### config.mk
export PLATFORM = sky130hd
export DESIGN_NAME = boot_reset_clock_sequencer
export DESIGN_NICKNAME = d
export VERILOG_FILES = /design/src/rtl/boot_seq_pkg.sv /design/src/rtl/level_sync.sv /design/src/rtl/fetch_addr_decode.sv /design/src/rtl/boot_reset_clock_sequencer.sv
export SDC_FILE = /design/constraint.sdc
export NUM_CORES = 1
export LEC_CHECK = 0
export BUFFER_PORTS_ARGS = -buffer_cell sky130_fd_sc_hd__buf_2
export CORE_UTILIZATION = 39
export DETAILED_ROUTE_END_ITERATION = 6
export MAX_ROUTING_LAYER = met4
export PLACE_DENSITY = 0.64
export SLEW_MARGIN = 20
export SYNTH_ARGS = -nofsm -noshare
export SYNTH_HDL_FRONTEND = slang
export SYNTH_SLANG_ARGS = --single-unit
### constraint.sdc
create_clock -name aclk -period 5.51 [get_ports aclk]
set_clock_uncertainty 0.05 [all_clocks]
set_input_delay 0.2755 -clock aclk [delete_from_list [all_inputs] [get_ports aclk]]
set_output_delay 0.2755 -clock aclk [all_outputs]
set_load 0.02 [all_outputs]
### src/rtl/boot_seq_pkg.sv
// constants and types shared by the start-up sequencer files
package boot_seq_pkg;

    // ****************************************
    // timing
    // ****************************************
    localparam int CLK_FREQ_HZ = 50_000_000;
    localparam int XTAL_SETTLE_US = 1000;
    localparam int XTAL_SETTLE_CYCLES = XTAL_SETTLE_US * (CLK_FREQ_HZ / 1_000_000);

    // ****************************************
    // address map of the boot fetch path
    // ****************************************
    localparam logic [31:0] RESET_VECTOR = 32'ha000_0000;
    localparam logic [2:0] DIRECT_SEG_TOP = 3'h5;
    localparam logic [31:0] DIRECT_SEG_SPAN_MASK = 32'h1fff_ffff;
    localparam logic [31:0] SRAM0_BASE = 32'h0000_0000;
    localparam logic [31:0] SRAM0_MASK = 32'hfc00_0000;

    // ****************************************
    // register map
    // ****************************************
    localparam logic [7:0] PLL_CTRL_OFFSET = 8'h00;
    localparam logic [7:0] CLK_DIV_OFFSET = 8'h04;
    localparam logic [7:0] CLK_GATE_OFFSET = 8'h08;
    localparam logic [7:0] STATUS_OFFSET = 8'h0c;
    localparam logic [1:0] PLL_CTRL_RESET = 2'h0;
    localparam logic [31:0] CLK_DIV_RESET = 32'h0000_0000;
    localparam logic [7:0] CLK_GATE_RESET = 8'hff;
    localparam int STATUS_RELEASED_BIT = 0;
    localparam int STATUS_CRYSTAL_BIT = 1;
    localparam int STATUS_STATE_LSB = 2;
    localparam logic [1:0] RESP_OKAY = 2'h0;
    localparam logic [1:0] RESP_DECERR = 2'h3;

    // ****************************************
    // sequencer states
    // ****************************************
    typedef enum logic [1:0] {
        ST_SUPPLY = 2'b00,
        ST_SETTLE = 2'b01,
        ST_RUN = 2'b10
    } seq_state_e;

endpackage

### src/rtl/level_sync.sv
// two-stage synchroniser for pin levels
`timescale 1ns/1ns
module level_sync #(
    parameter int WIDTH = 1
) (
    input wire logic aclk,
    input wire logic aresetn,
    input wire logic [WIDTH-1:0] pin_level,
    output logic [WIDTH-1:0] sync_level
);

    initial begin
        if (WIDTH < 1) begin
            $error("level_sync: WIDTH must be at least 1");
        end
    end

    typedef struct packed {
        logic [WIDTH-1:0] meta;
        logic [WIDTH-1:0] held;
    } sync_s;

    sync_s s_reg;
    sync_s s_next;

    // first stage feeds the second stage only
    always_comb begin
        s_next.meta = pin_level;
        s_next.held = s_reg.meta;
    end

    always_ff @(posedge aclk) begin
        if (!aresetn) begin
            s_reg <= '0;
        end else begin
            s_reg <= s_next;
        end
    end

    assign sync_level = s_reg.held;

endmodule // level_sync

### src/rtl/fetch_addr_decode.sv
// virtual to physical mapping and chip select decode for instruction fetch
`timescale 1ns/1ns
module fetch_addr_decode (
    input wire logic [31:0] vaddr,
    output logic [31:0] paddr,
    output logic uncached_direct_segment,
    output logic external_sram_select_zero
);

    always_comb begin
        // direct segment: no translation, no cache, fixed onto the low 512 MB
        if (vaddr[31:29] == boot_seq_pkg::DIRECT_SEG_TOP) begin // RULE8
            uncached_direct_segment = 1'b1;
            paddr = vaddr & boot_seq_pkg::DIRECT_SEG_SPAN_MASK; // RULE8
        end else begin
            // other segments: vaddr is passed on unchanged as paddr, with no mmu translation
            uncached_direct_segment = 1'b0;
            paddr = vaddr;
        end
        external_sram_select_zero =
            (paddr & boot_seq_pkg::SRAM0_MASK) == boot_seq_pkg::SRAM0_BASE; // RULE9
    end

endmodule // fetch_addr_decode

### src/rtl/boot_reset_clock_sequencer.sv
// start-up reset and clock sequencer with boot fetch decode and axi4-lite registers
//
// Function
// RULE1: hold all logic in reset while the supply-rise detector says the supply is not up.
// RULE2: after the supply-rise reset, run from the primary clock pin as the only clock.
// RULE3: read the oscillator select strap to learn whether a crystal or a clock is fitted.
// RULE4: with a crystal, extend reset until the oscillator has settled.
// RULE5: with an external clock, release reset without any settling delay.
// RULE6: at start-up all plls are off and every module clock runs undivided.
// RULE7: after release the processor fetches first from the fixed reset address.
// RULE8: the uncached direct segment bypasses mmu and cache and maps onto the low 512 MB.
// RULE9: physical address zero selects external sram chip select zero.
// RULE10: boot code may later enable plls, set dividers and gate unused clocks.
// RULE11: internal reset is released synchronously so all flops leave reset on one edge.
//
// Implementation choices: the AXI4-Lite register port and the address map.
`timescale 1ns/1ns
module boot_reset_clock_sequencer #(
    parameter int SETTLE_CYCLES = boot_seq_pkg::XTAL_SETTLE_CYCLES
) (
    input wire logic aclk,
    input wire logic aresetn,
    input wire logic supply_risen,
    input wire logic oscillator_select_strap,
    output logic core_reset_n,
    output logic core_start,
    output logic [31:0] boot_vector,
    output logic [1:0] pll_enable,
    output logic [31:0] clock_divider,
    output logic [7:0] module_clock_enable,
    input wire logic fetch_req,
    input wire logic [31:0] fetch_vaddr,
    output logic fetch_valid,
    output logic [31:0] fetch_paddr,
    output logic fetch_uncached,
    output logic external_sram_select_zero,
    input wire logic [31:0] s_axi_awaddr,
    input wire logic s_axi_awvalid,
    output logic s_axi_awready,
    input wire logic [31:0] s_axi_wdata,
    input wire logic [3:0] s_axi_wstrb,
    input wire logic s_axi_wvalid,
    output logic s_axi_wready,
    output logic [1:0] s_axi_bresp,
    output logic s_axi_bvalid,
    input wire logic s_axi_bready,
    input wire logic [31:0] s_axi_araddr,
    input wire logic s_axi_arvalid,
    output logic s_axi_arready,
    output logic [31:0] s_axi_rdata,
    output logic [1:0] s_axi_rresp,
    output logic s_axi_rvalid,
    input wire logic s_axi_rready
);

    initial begin
        if (SETTLE_CYCLES < 1) begin
            $error("boot_reset_clock_sequencer: SETTLE_CYCLES must be at least 1");
        end
    end

    // ****************************************
    // state
    // ****************************************
    typedef struct packed {
        boot_seq_pkg::seq_state_e st;
        logic [31:0] settle_cnt;
        logic crystal;
        logic core_reset_n;
        logic core_start;
        logic [1:0] pll_en;
        logic [31:0] div;
        logic [7:0] gate;
        logic fetch_valid;
        logic [31:0] fetch_paddr;
        logic fetch_uncached;
        logic sram0;
        logic aw_held;
        logic [7:0] aw_addr;
        logic aw_bad;
        logic w_held;
        logic [31:0] wdata;
        logic [3:0] wstrb;
        logic awready;
        logic wready;
        logic bvalid;
        logic [1:0] bresp;
        logic arready;
        logic rvalid;
        logic [31:0] rdata;
        logic [1:0] rresp;
    } seq_s;

    seq_s s_reg;
    seq_s s_next;

    logic supply_ok;
    logic strap_level;
    logic [31:0] dec_paddr;
    logic dec_uncached;
    logic dec_sram0;

    // ****************************************
    // pin synchronisers and fetch decode
    // ****************************************
    level_sync #(
        .WIDTH(2)
    ) pin_sync (
        .aclk(aclk),
        .aresetn(aresetn),
        .pin_level({supply_risen, oscillator_select_strap}),
        .sync_level({supply_ok, strap_level})
    );

    fetch_addr_decode fetch_dec (
        .vaddr(fetch_vaddr),
        .paddr(dec_paddr),
        .uncached_direct_segment(dec_uncached),
        .external_sram_select_zero(dec_sram0)
    );

    // ****************************************
    // helpers
    // ****************************************
    function automatic logic [31:0] merge_bytes(input logic [31:0] old_word,
                                                input logic [31:0] new_word,
                                                input logic [3:0] strb);
        logic [31:0] merged;
        merged = old_word;
        for (int b = 0; b < 4; b++) begin
            if (strb[b]) begin
                merged[b*8 +: 8] = new_word[b*8 +: 8];
            end
        end
        return merged;
    endfunction

    function automatic logic is_mapped(input logic [31:0] addr);
        return addr[31:8] == 24'h00_0000 && addr[1:0] == 2'h0 &&
            (addr[7:0] == boot_seq_pkg::PLL_CTRL_OFFSET ||
             addr[7:0] == boot_seq_pkg::CLK_DIV_OFFSET ||
             addr[7:0] == boot_seq_pkg::CLK_GATE_OFFSET ||
             addr[7:0] == boot_seq_pkg::STATUS_OFFSET);
    endfunction

    // ****************************************
    // next state
    // ****************************************
    always_comb begin
        logic [31:0] status_word;
        status_word = '0;
        s_next = s_reg;
        s_next.core_start = 1'b0;

        // reset sequencing
        case (s_reg.st)
            boot_seq_pkg::ST_SUPPLY: begin
                s_next.core_reset_n = 1'b0; // RULE1
                if (supply_ok) begin // RULE2
                    // strap caught each time the supply comes up; low means crystal
                    s_next.crystal = ~strap_level; // RULE3
                    s_next.settle_cnt = '0;
                    if (!strap_level) begin
                        s_next.st = boot_seq_pkg::ST_SETTLE; // RULE4
                    end else begin
                        s_next.st = boot_seq_pkg::ST_RUN; // RULE5
                        s_next.core_reset_n = 1'b1; // RULE11
                        s_next.core_start = 1'b1;
                    end
                end
            end
            boot_seq_pkg::ST_SETTLE: begin
                s_next.settle_cnt = s_reg.settle_cnt + 32'h0000_0001;
                if (!supply_ok) begin
                    s_next.st = boot_seq_pkg::ST_SUPPLY; // RULE1
                end else if (s_reg.settle_cnt == 32'(SETTLE_CYCLES - 1)) begin // RULE4
                    s_next.st = boot_seq_pkg::ST_RUN;
                    s_next.core_reset_n = 1'b1; // RULE11
                    s_next.core_start = 1'b1;
                end
            end
            boot_seq_pkg::ST_RUN: begin
                if (!supply_ok) begin
                    s_next.st = boot_seq_pkg::ST_SUPPLY; // RULE1
                    s_next.core_reset_n = 1'b0;
                end
            end
            default: begin
                s_next.st = boot_seq_pkg::ST_SUPPLY;
                s_next.core_reset_n = 1'b0;
            end
        endcase

        // clock controls fall back to the start-up set whenever the core is in reset
        if (!s_next.core_reset_n) begin
            s_next.pll_en = boot_seq_pkg::PLL_CTRL_RESET; // RULE6
            s_next.div = boot_seq_pkg::CLK_DIV_RESET; // RULE6
            s_next.gate = boot_seq_pkg::CLK_GATE_RESET; // RULE6
        end

        // fetch path: decoded one cycle after the request, blocked while in reset
        s_next.fetch_valid = fetch_req && s_reg.core_reset_n;
        if (fetch_req && s_reg.core_reset_n) begin
            s_next.fetch_paddr = dec_paddr; // RULE8
            s_next.fetch_uncached = dec_uncached;
            s_next.sram0 = dec_sram0; // RULE9
        end

        // axi write address and data, taken in either order
        if (s_axi_awvalid && s_reg.awready) begin
            s_next.aw_held = 1'b1;
            s_next.aw_addr = s_axi_awaddr[7:0];
            s_next.aw_bad = !is_mapped(s_axi_awaddr);
        end
        if (s_axi_wvalid && s_reg.wready) begin
            s_next.w_held = 1'b1;
            s_next.wdata = s_axi_wdata;
            s_next.wstrb = s_axi_wstrb;
        end
        if (s_reg.bvalid && s_axi_bready) begin
            s_next.bvalid = 1'b0;
        end
        if (s_reg.aw_held && s_reg.w_held && !s_reg.bvalid) begin
            s_next.aw_held = 1'b0;
            s_next.w_held = 1'b0;
            s_next.bvalid = 1'b1;
            s_next.bresp = s_reg.aw_bad ? boot_seq_pkg::RESP_DECERR : boot_seq_pkg::RESP_OKAY;
            // writes while the core is held in reset are acknowledged but dropped
            if (!s_reg.aw_bad && s_reg.core_reset_n && s_next.core_reset_n) begin
                case (s_reg.aw_addr)
                    boot_seq_pkg::PLL_CTRL_OFFSET: begin
                        s_next.pll_en = 2'(merge_bytes(32'(s_reg.pll_en), s_reg.wdata,
                                                       s_reg.wstrb)); // RULE10
                    end
                    boot_seq_pkg::CLK_DIV_OFFSET: begin
                        s_next.div = merge_bytes(s_reg.div, s_reg.wdata, s_reg.wstrb); // RULE10
                    end
                    boot_seq_pkg::CLK_GATE_OFFSET: begin
                        s_next.gate = 8'(merge_bytes(32'(s_reg.gate), s_reg.wdata,
                                                     s_reg.wstrb)); // RULE10
                    end
                    default: begin
                        s_next.gate = s_next.gate;
                    end
                endcase
            end
        end

        // axi read
        status_word[boot_seq_pkg::STATUS_RELEASED_BIT] = s_reg.core_reset_n;
        status_word[boot_seq_pkg::STATUS_CRYSTAL_BIT] = s_reg.crystal;
        status_word[boot_seq_pkg::STATUS_STATE_LSB +: 2] = s_reg.st;
        if (s_reg.rvalid && s_axi_rready) begin
            s_next.rvalid = 1'b0;
        end
        if (s_axi_arvalid && s_reg.arready) begin
            s_next.rvalid = 1'b1;
            s_next.rresp = boot_seq_pkg::RESP_OKAY;
            case (s_axi_araddr[7:0])
                boot_seq_pkg::PLL_CTRL_OFFSET: s_next.rdata = 32'(s_reg.pll_en);
                boot_seq_pkg::CLK_DIV_OFFSET: s_next.rdata = s_reg.div;
                boot_seq_pkg::CLK_GATE_OFFSET: s_next.rdata = 32'(s_reg.gate);
                boot_seq_pkg::STATUS_OFFSET: s_next.rdata = status_word;
                default: s_next.rdata = '0;
            endcase
            if (!is_mapped(s_axi_araddr)) begin
                s_next.rdata = '0;
                s_next.rresp = boot_seq_pkg::RESP_DECERR;
            end
        end

        // ready lines are registered: one transfer per channel in flight
        s_next.awready = !s_next.aw_held && !s_next.bvalid;
        s_next.wready = !s_next.w_held && !s_next.bvalid;
        s_next.arready = !s_next.rvalid;
    end

    always_ff @(posedge aclk) begin
        if (!aresetn) begin
            s_reg <= '0;
            s_reg.st <= boot_seq_pkg::ST_SUPPLY;
            s_reg.core_reset_n <= 1'b0; // RULE1
            s_reg.pll_en <= boot_seq_pkg::PLL_CTRL_RESET; // RULE6
            s_reg.div <= boot_seq_pkg::CLK_DIV_RESET;
            s_reg.gate <= boot_seq_pkg::CLK_GATE_RESET;
            s_reg.awready <= 1'b1;
            s_reg.wready <= 1'b1;
            s_reg.arready <= 1'b1;
        end else begin
            s_reg <= s_next;
        end
    end

    // ****************************************
    // outputs
    // ****************************************
    assign core_reset_n = s_reg.core_reset_n;
    assign core_start = s_reg.core_start;
    assign boot_vector = boot_seq_pkg::RESET_VECTOR; // RULE7
    assign pll_enable = s_reg.pll_en;
    assign clock_divider = s_reg.div;
    assign module_clock_enable = s_reg.gate;
    assign fetch_valid = s_reg.fetch_valid;
    assign fetch_paddr = s_reg.fetch_paddr;
    assign fetch_uncached = s_reg.fetch_uncached;
    assign external_sram_select_zero = s_reg.sram0;
    assign s_axi_awready = s_reg.awready;
    assign s_axi_wready = s_reg.wready;
    assign s_axi_bvalid = s_reg.bvalid;
    assign s_axi_bresp = s_reg.bresp;
    assign s_axi_arready = s_reg.arready;
    assign s_axi_rvalid = s_reg.rvalid;
    assign s_axi_rdata = s_reg.rdata;
    assign s_axi_rresp = s_reg.rresp;

endmodule // boot_reset_clock_sequencer

==> impl_metrics.env <==
export IMPL_clockBufferDepth=3
export IMPL_cts_resized=0
export IMPL_setup_viol_count_final=0
export IMPL_cp_arrival_ps=3160
export IMPL_path_clk_slew_ps=60
export IMPL_report_final_slew_viol_count=0
export IMPL_synth_seq_area_share_pct=44.14
export IMPL_fmax_ghz=0.3586
export IMPL_wl_per_cell_um=15.52
export IMPL_place_congestion=0.8108
export IMPL_tritoncts="yes"
export IMPL_grt_overflow=0
export IMPL_mostFrequentLayoutCells="buf_2, nand2_1, dfxtp_1"
export IMPL_post_route_cell_area_sq_um=11240
export IMPL_cts_buffers=22
export IMPL_cp_cell_sequence="nor2b_1 > a32o_1 > buf_4 > nor2b_1 > and2_1 > mux2i_1"
export IMPL_ys_flop_type="dfxtp_1"
export IMPL_gr_usage_all_layers_pct=20.22
export IMPL_async_reset_ff_share_pct=0
export IMPL_ys_types=61
export IMPL_worst_pin_slew_ps=936.9
export IMPL_cts_root_buffer="clkbuf_16"
export IMPL_hp_class="input pin to flip-flop"
export IMPL_slowest_delay_ps=650
export IMPL_grt_pass1_wl_um=38430
export IMPL_cp_end_kind="flip-flop"
export IMPL_rsz0062_at_grt="no"
export IMPL_io_buffers=261
export IMPL_clk_latency_ps=500
export IMPL_peakVddDrop_mv=0.2624
export IMPL_r2r_cells=6
export IMPL_status="finished, final reports clean"
export IMPL_final_util_pct=49.06
export IMPL_drc=0
export IMPL_core_sq_um=22920
export IMPL_io_pins=294
export IMPL_max_slew_margin_pct=37.54
export IMPL_initial_core_util_pct=40.37
export IMPL_htree_levels=1
export IMPL_path_max_fanout=34
export IMPL_synth_area_per_cell_sq_um=8.480
export IMPL_final_common_cell="buf_2"
export IMPL_largest_register_ffs=82
export IMPL_path_common_cell="nor2b_1"
export IMPL_area_delta_synth_final_pct=21.53
export IMPL_post_route_period_util_pct=50.61
export IMPL_yosys_warnings=0
export IMPL_antenna_found_initial=0
export IMPL_cap_violations=0
export IMPL_placed_area_sq_um=9838
export IMPL_drive_gt1_share_pct=24.77
export IMPL_synth_edf_count=0
export IMPL_nets=1425
export IMPL_crit_cells=6
export IMPL_diodes=0
export IMPL_die_h_um=156.0
export IMPL_power_leakage_nw=4.622
export IMPL_vias_per_cell=5.008
export IMPL_wirelength_um=24910
export IMPL_drt_antenna_violating_nets=0
export IMPL_drtIter0Drc=589
export IMPL_row_count=55
export IMPL_syn_area_sq_um=9251
export IMPL_power_density_nw_per_um2=281.7
export IMPL_critPathRequiredTime_ps=5890
export IMPL_grt_pass1_vias=7376
export IMPL_critPathKind="flip-flop to flip-flop"
export IMPL_syn_inst=1091
export IMPL_critPathTopFamily="simple AND/OR/NAND/NOR gates"
export IMPL_die_x_um=156.0
export IMPL_ys_seq_elements=204
export IMPL_via_count=8038
export IMPL_period_needed_ps=2788
export IMPL_crit_buf_inv=1
export IMPL_min_path_cells=3
export IMPL_cp_start_kind="flip-flop"
export IMPL_clock_sinks=204
export IMPL_grt_max_degree=90
export IMPL_firstDrtPassIters=5
export IMPL_final_hold_viol_count=0
export IMPL_timing_setup_tns_ps=0
export IMPL_cp_slowest_cell="nor2b_1"
export IMPL_dieArea_sq_um=24340
export IMPL_place_hpwl_um=17250
==> repair_timing <==
action                                 in CTS  in global routing
hold buffers                               73                  0
setup buffers                               0                  0
endpoints found under the hold margin      73                  0
==> where the power goes <==
part / internal [mW] / leakage, nW / total (mW) / switching, mW
Clock: 0.819 / 0.335 / 1.38 / 0.563
Sequential: 1.51 / 1.65 / 1.53 / 0.0220
Combinational: 0.109 / 2.63 / 0.256 / 0.148
==> metrics by stage <==
step           instances  hold slack (ps)  power, mW  setup WS, ps
3_3_place_gp        1497            386.2      1.775          2630
4_1_cts             1605            8.718      3.205          2750
6_report            1605            12.33      3.168          2722
5_1_grt             1605            5.197      3.293          2476
2_1_floorplan       1121            352.8      1.701          3625
3_5_place_dp        1498            378.7      1.777          2748
==> cell families after synthesis <==
family	Yosys count	share of synthesized area (%)
muxes	52	5.991
buffers and inverters	217	14.69
xor gates and xnor gates	1	0.09469
AOI/OAI and AO/OA	207	14.24
and+or+nand+nor	407	20.62
other	2	0.08118
DFF	204	44.14
adders and majority gates	1	0.1352
==> cell usage after synthesis (all sizes together) (2+ instances only) <==
cell / number / area, sq um
nand2b: 5 / 31.28
a32oi: 2 / 17.52
mux2i: 43 / 430.4
mux4: 2 / 45.04
nand4: 22 / 158.9
o2111ai: 5 / 43.79
or3: 6 / 37.54
nor2: 51 / 191.4
nand3: 22 / 115.1
o41ai: 6 / 52.55
o21ai: 5 / 25.02
inv: 10 / 37.54
and3: 7 / 43.79
o31ai: 4 / 30.03
a41oi: 3 / 26.28
buf: 159 / 1141
dfxtp: 204 / 4084
nor2b: 4 / 25.02
o211a: 2 / 20.02
nand2: 224 / 840.8
clkbuf: 48 / 180.2
a22oi: 31 / 232.7
mux2: 7 / 78.82
o211ai: 37 / 277.8
conb: 2 / 7.510
and4: 3 / 26.28
a21oi: 103 / 515.5
nor3: 12 / 65.06
or2: 2 / 12.52
nor4b: 2 / 23.77
o21a: 2 / 15.01
and2: 13 / 81.33
nor4: 27 / 196.4
a211oi: 2 / 15.01
==> layer usage <==
metal	routed length (um)	GRT usage, %	vias to the layer above
met5	0	-	-
met4	507	5.556	0
met3	1522	3.056	24
met2	11590	33.61	285
met1	11280	25.42	3726
li1	-	-	4003
==> final timing paths <==
check,from,end,slack [ps]
min,s_axi_wstrb[2],s_reg[43],10
max,s_reg[200],clock_divider[11],2720
min reg2reg,pin_sync.s_next[1],pin_sync.sync_level[1],390
max reg2reg,s_reg[200],clock_divider[11],2720
==> worst reg2reg max path: cells and delay by family, from the launching register on <==
kind	cells	cell delay (ps)
compound gates	1	210
buf+inv	1	330
flops	1	420
mux	1	240
simple gates	3	1460
==> layout make-up <==
class / instances / area, sq um
Inverter: 10 / 40.04
Tap cell: 313 / 391.6
Timing Repair Buffer: 344 / 2120
Sequential cell: 204 / 4084
Multi-Input combinational cell: 700 / 3934
Fill cell: 2240 / 11670
Clock buffer: 31 / 655.6
Clock inverter: 3 / 18.77
No activity file was read; power rests on OpenSTA's default activity.
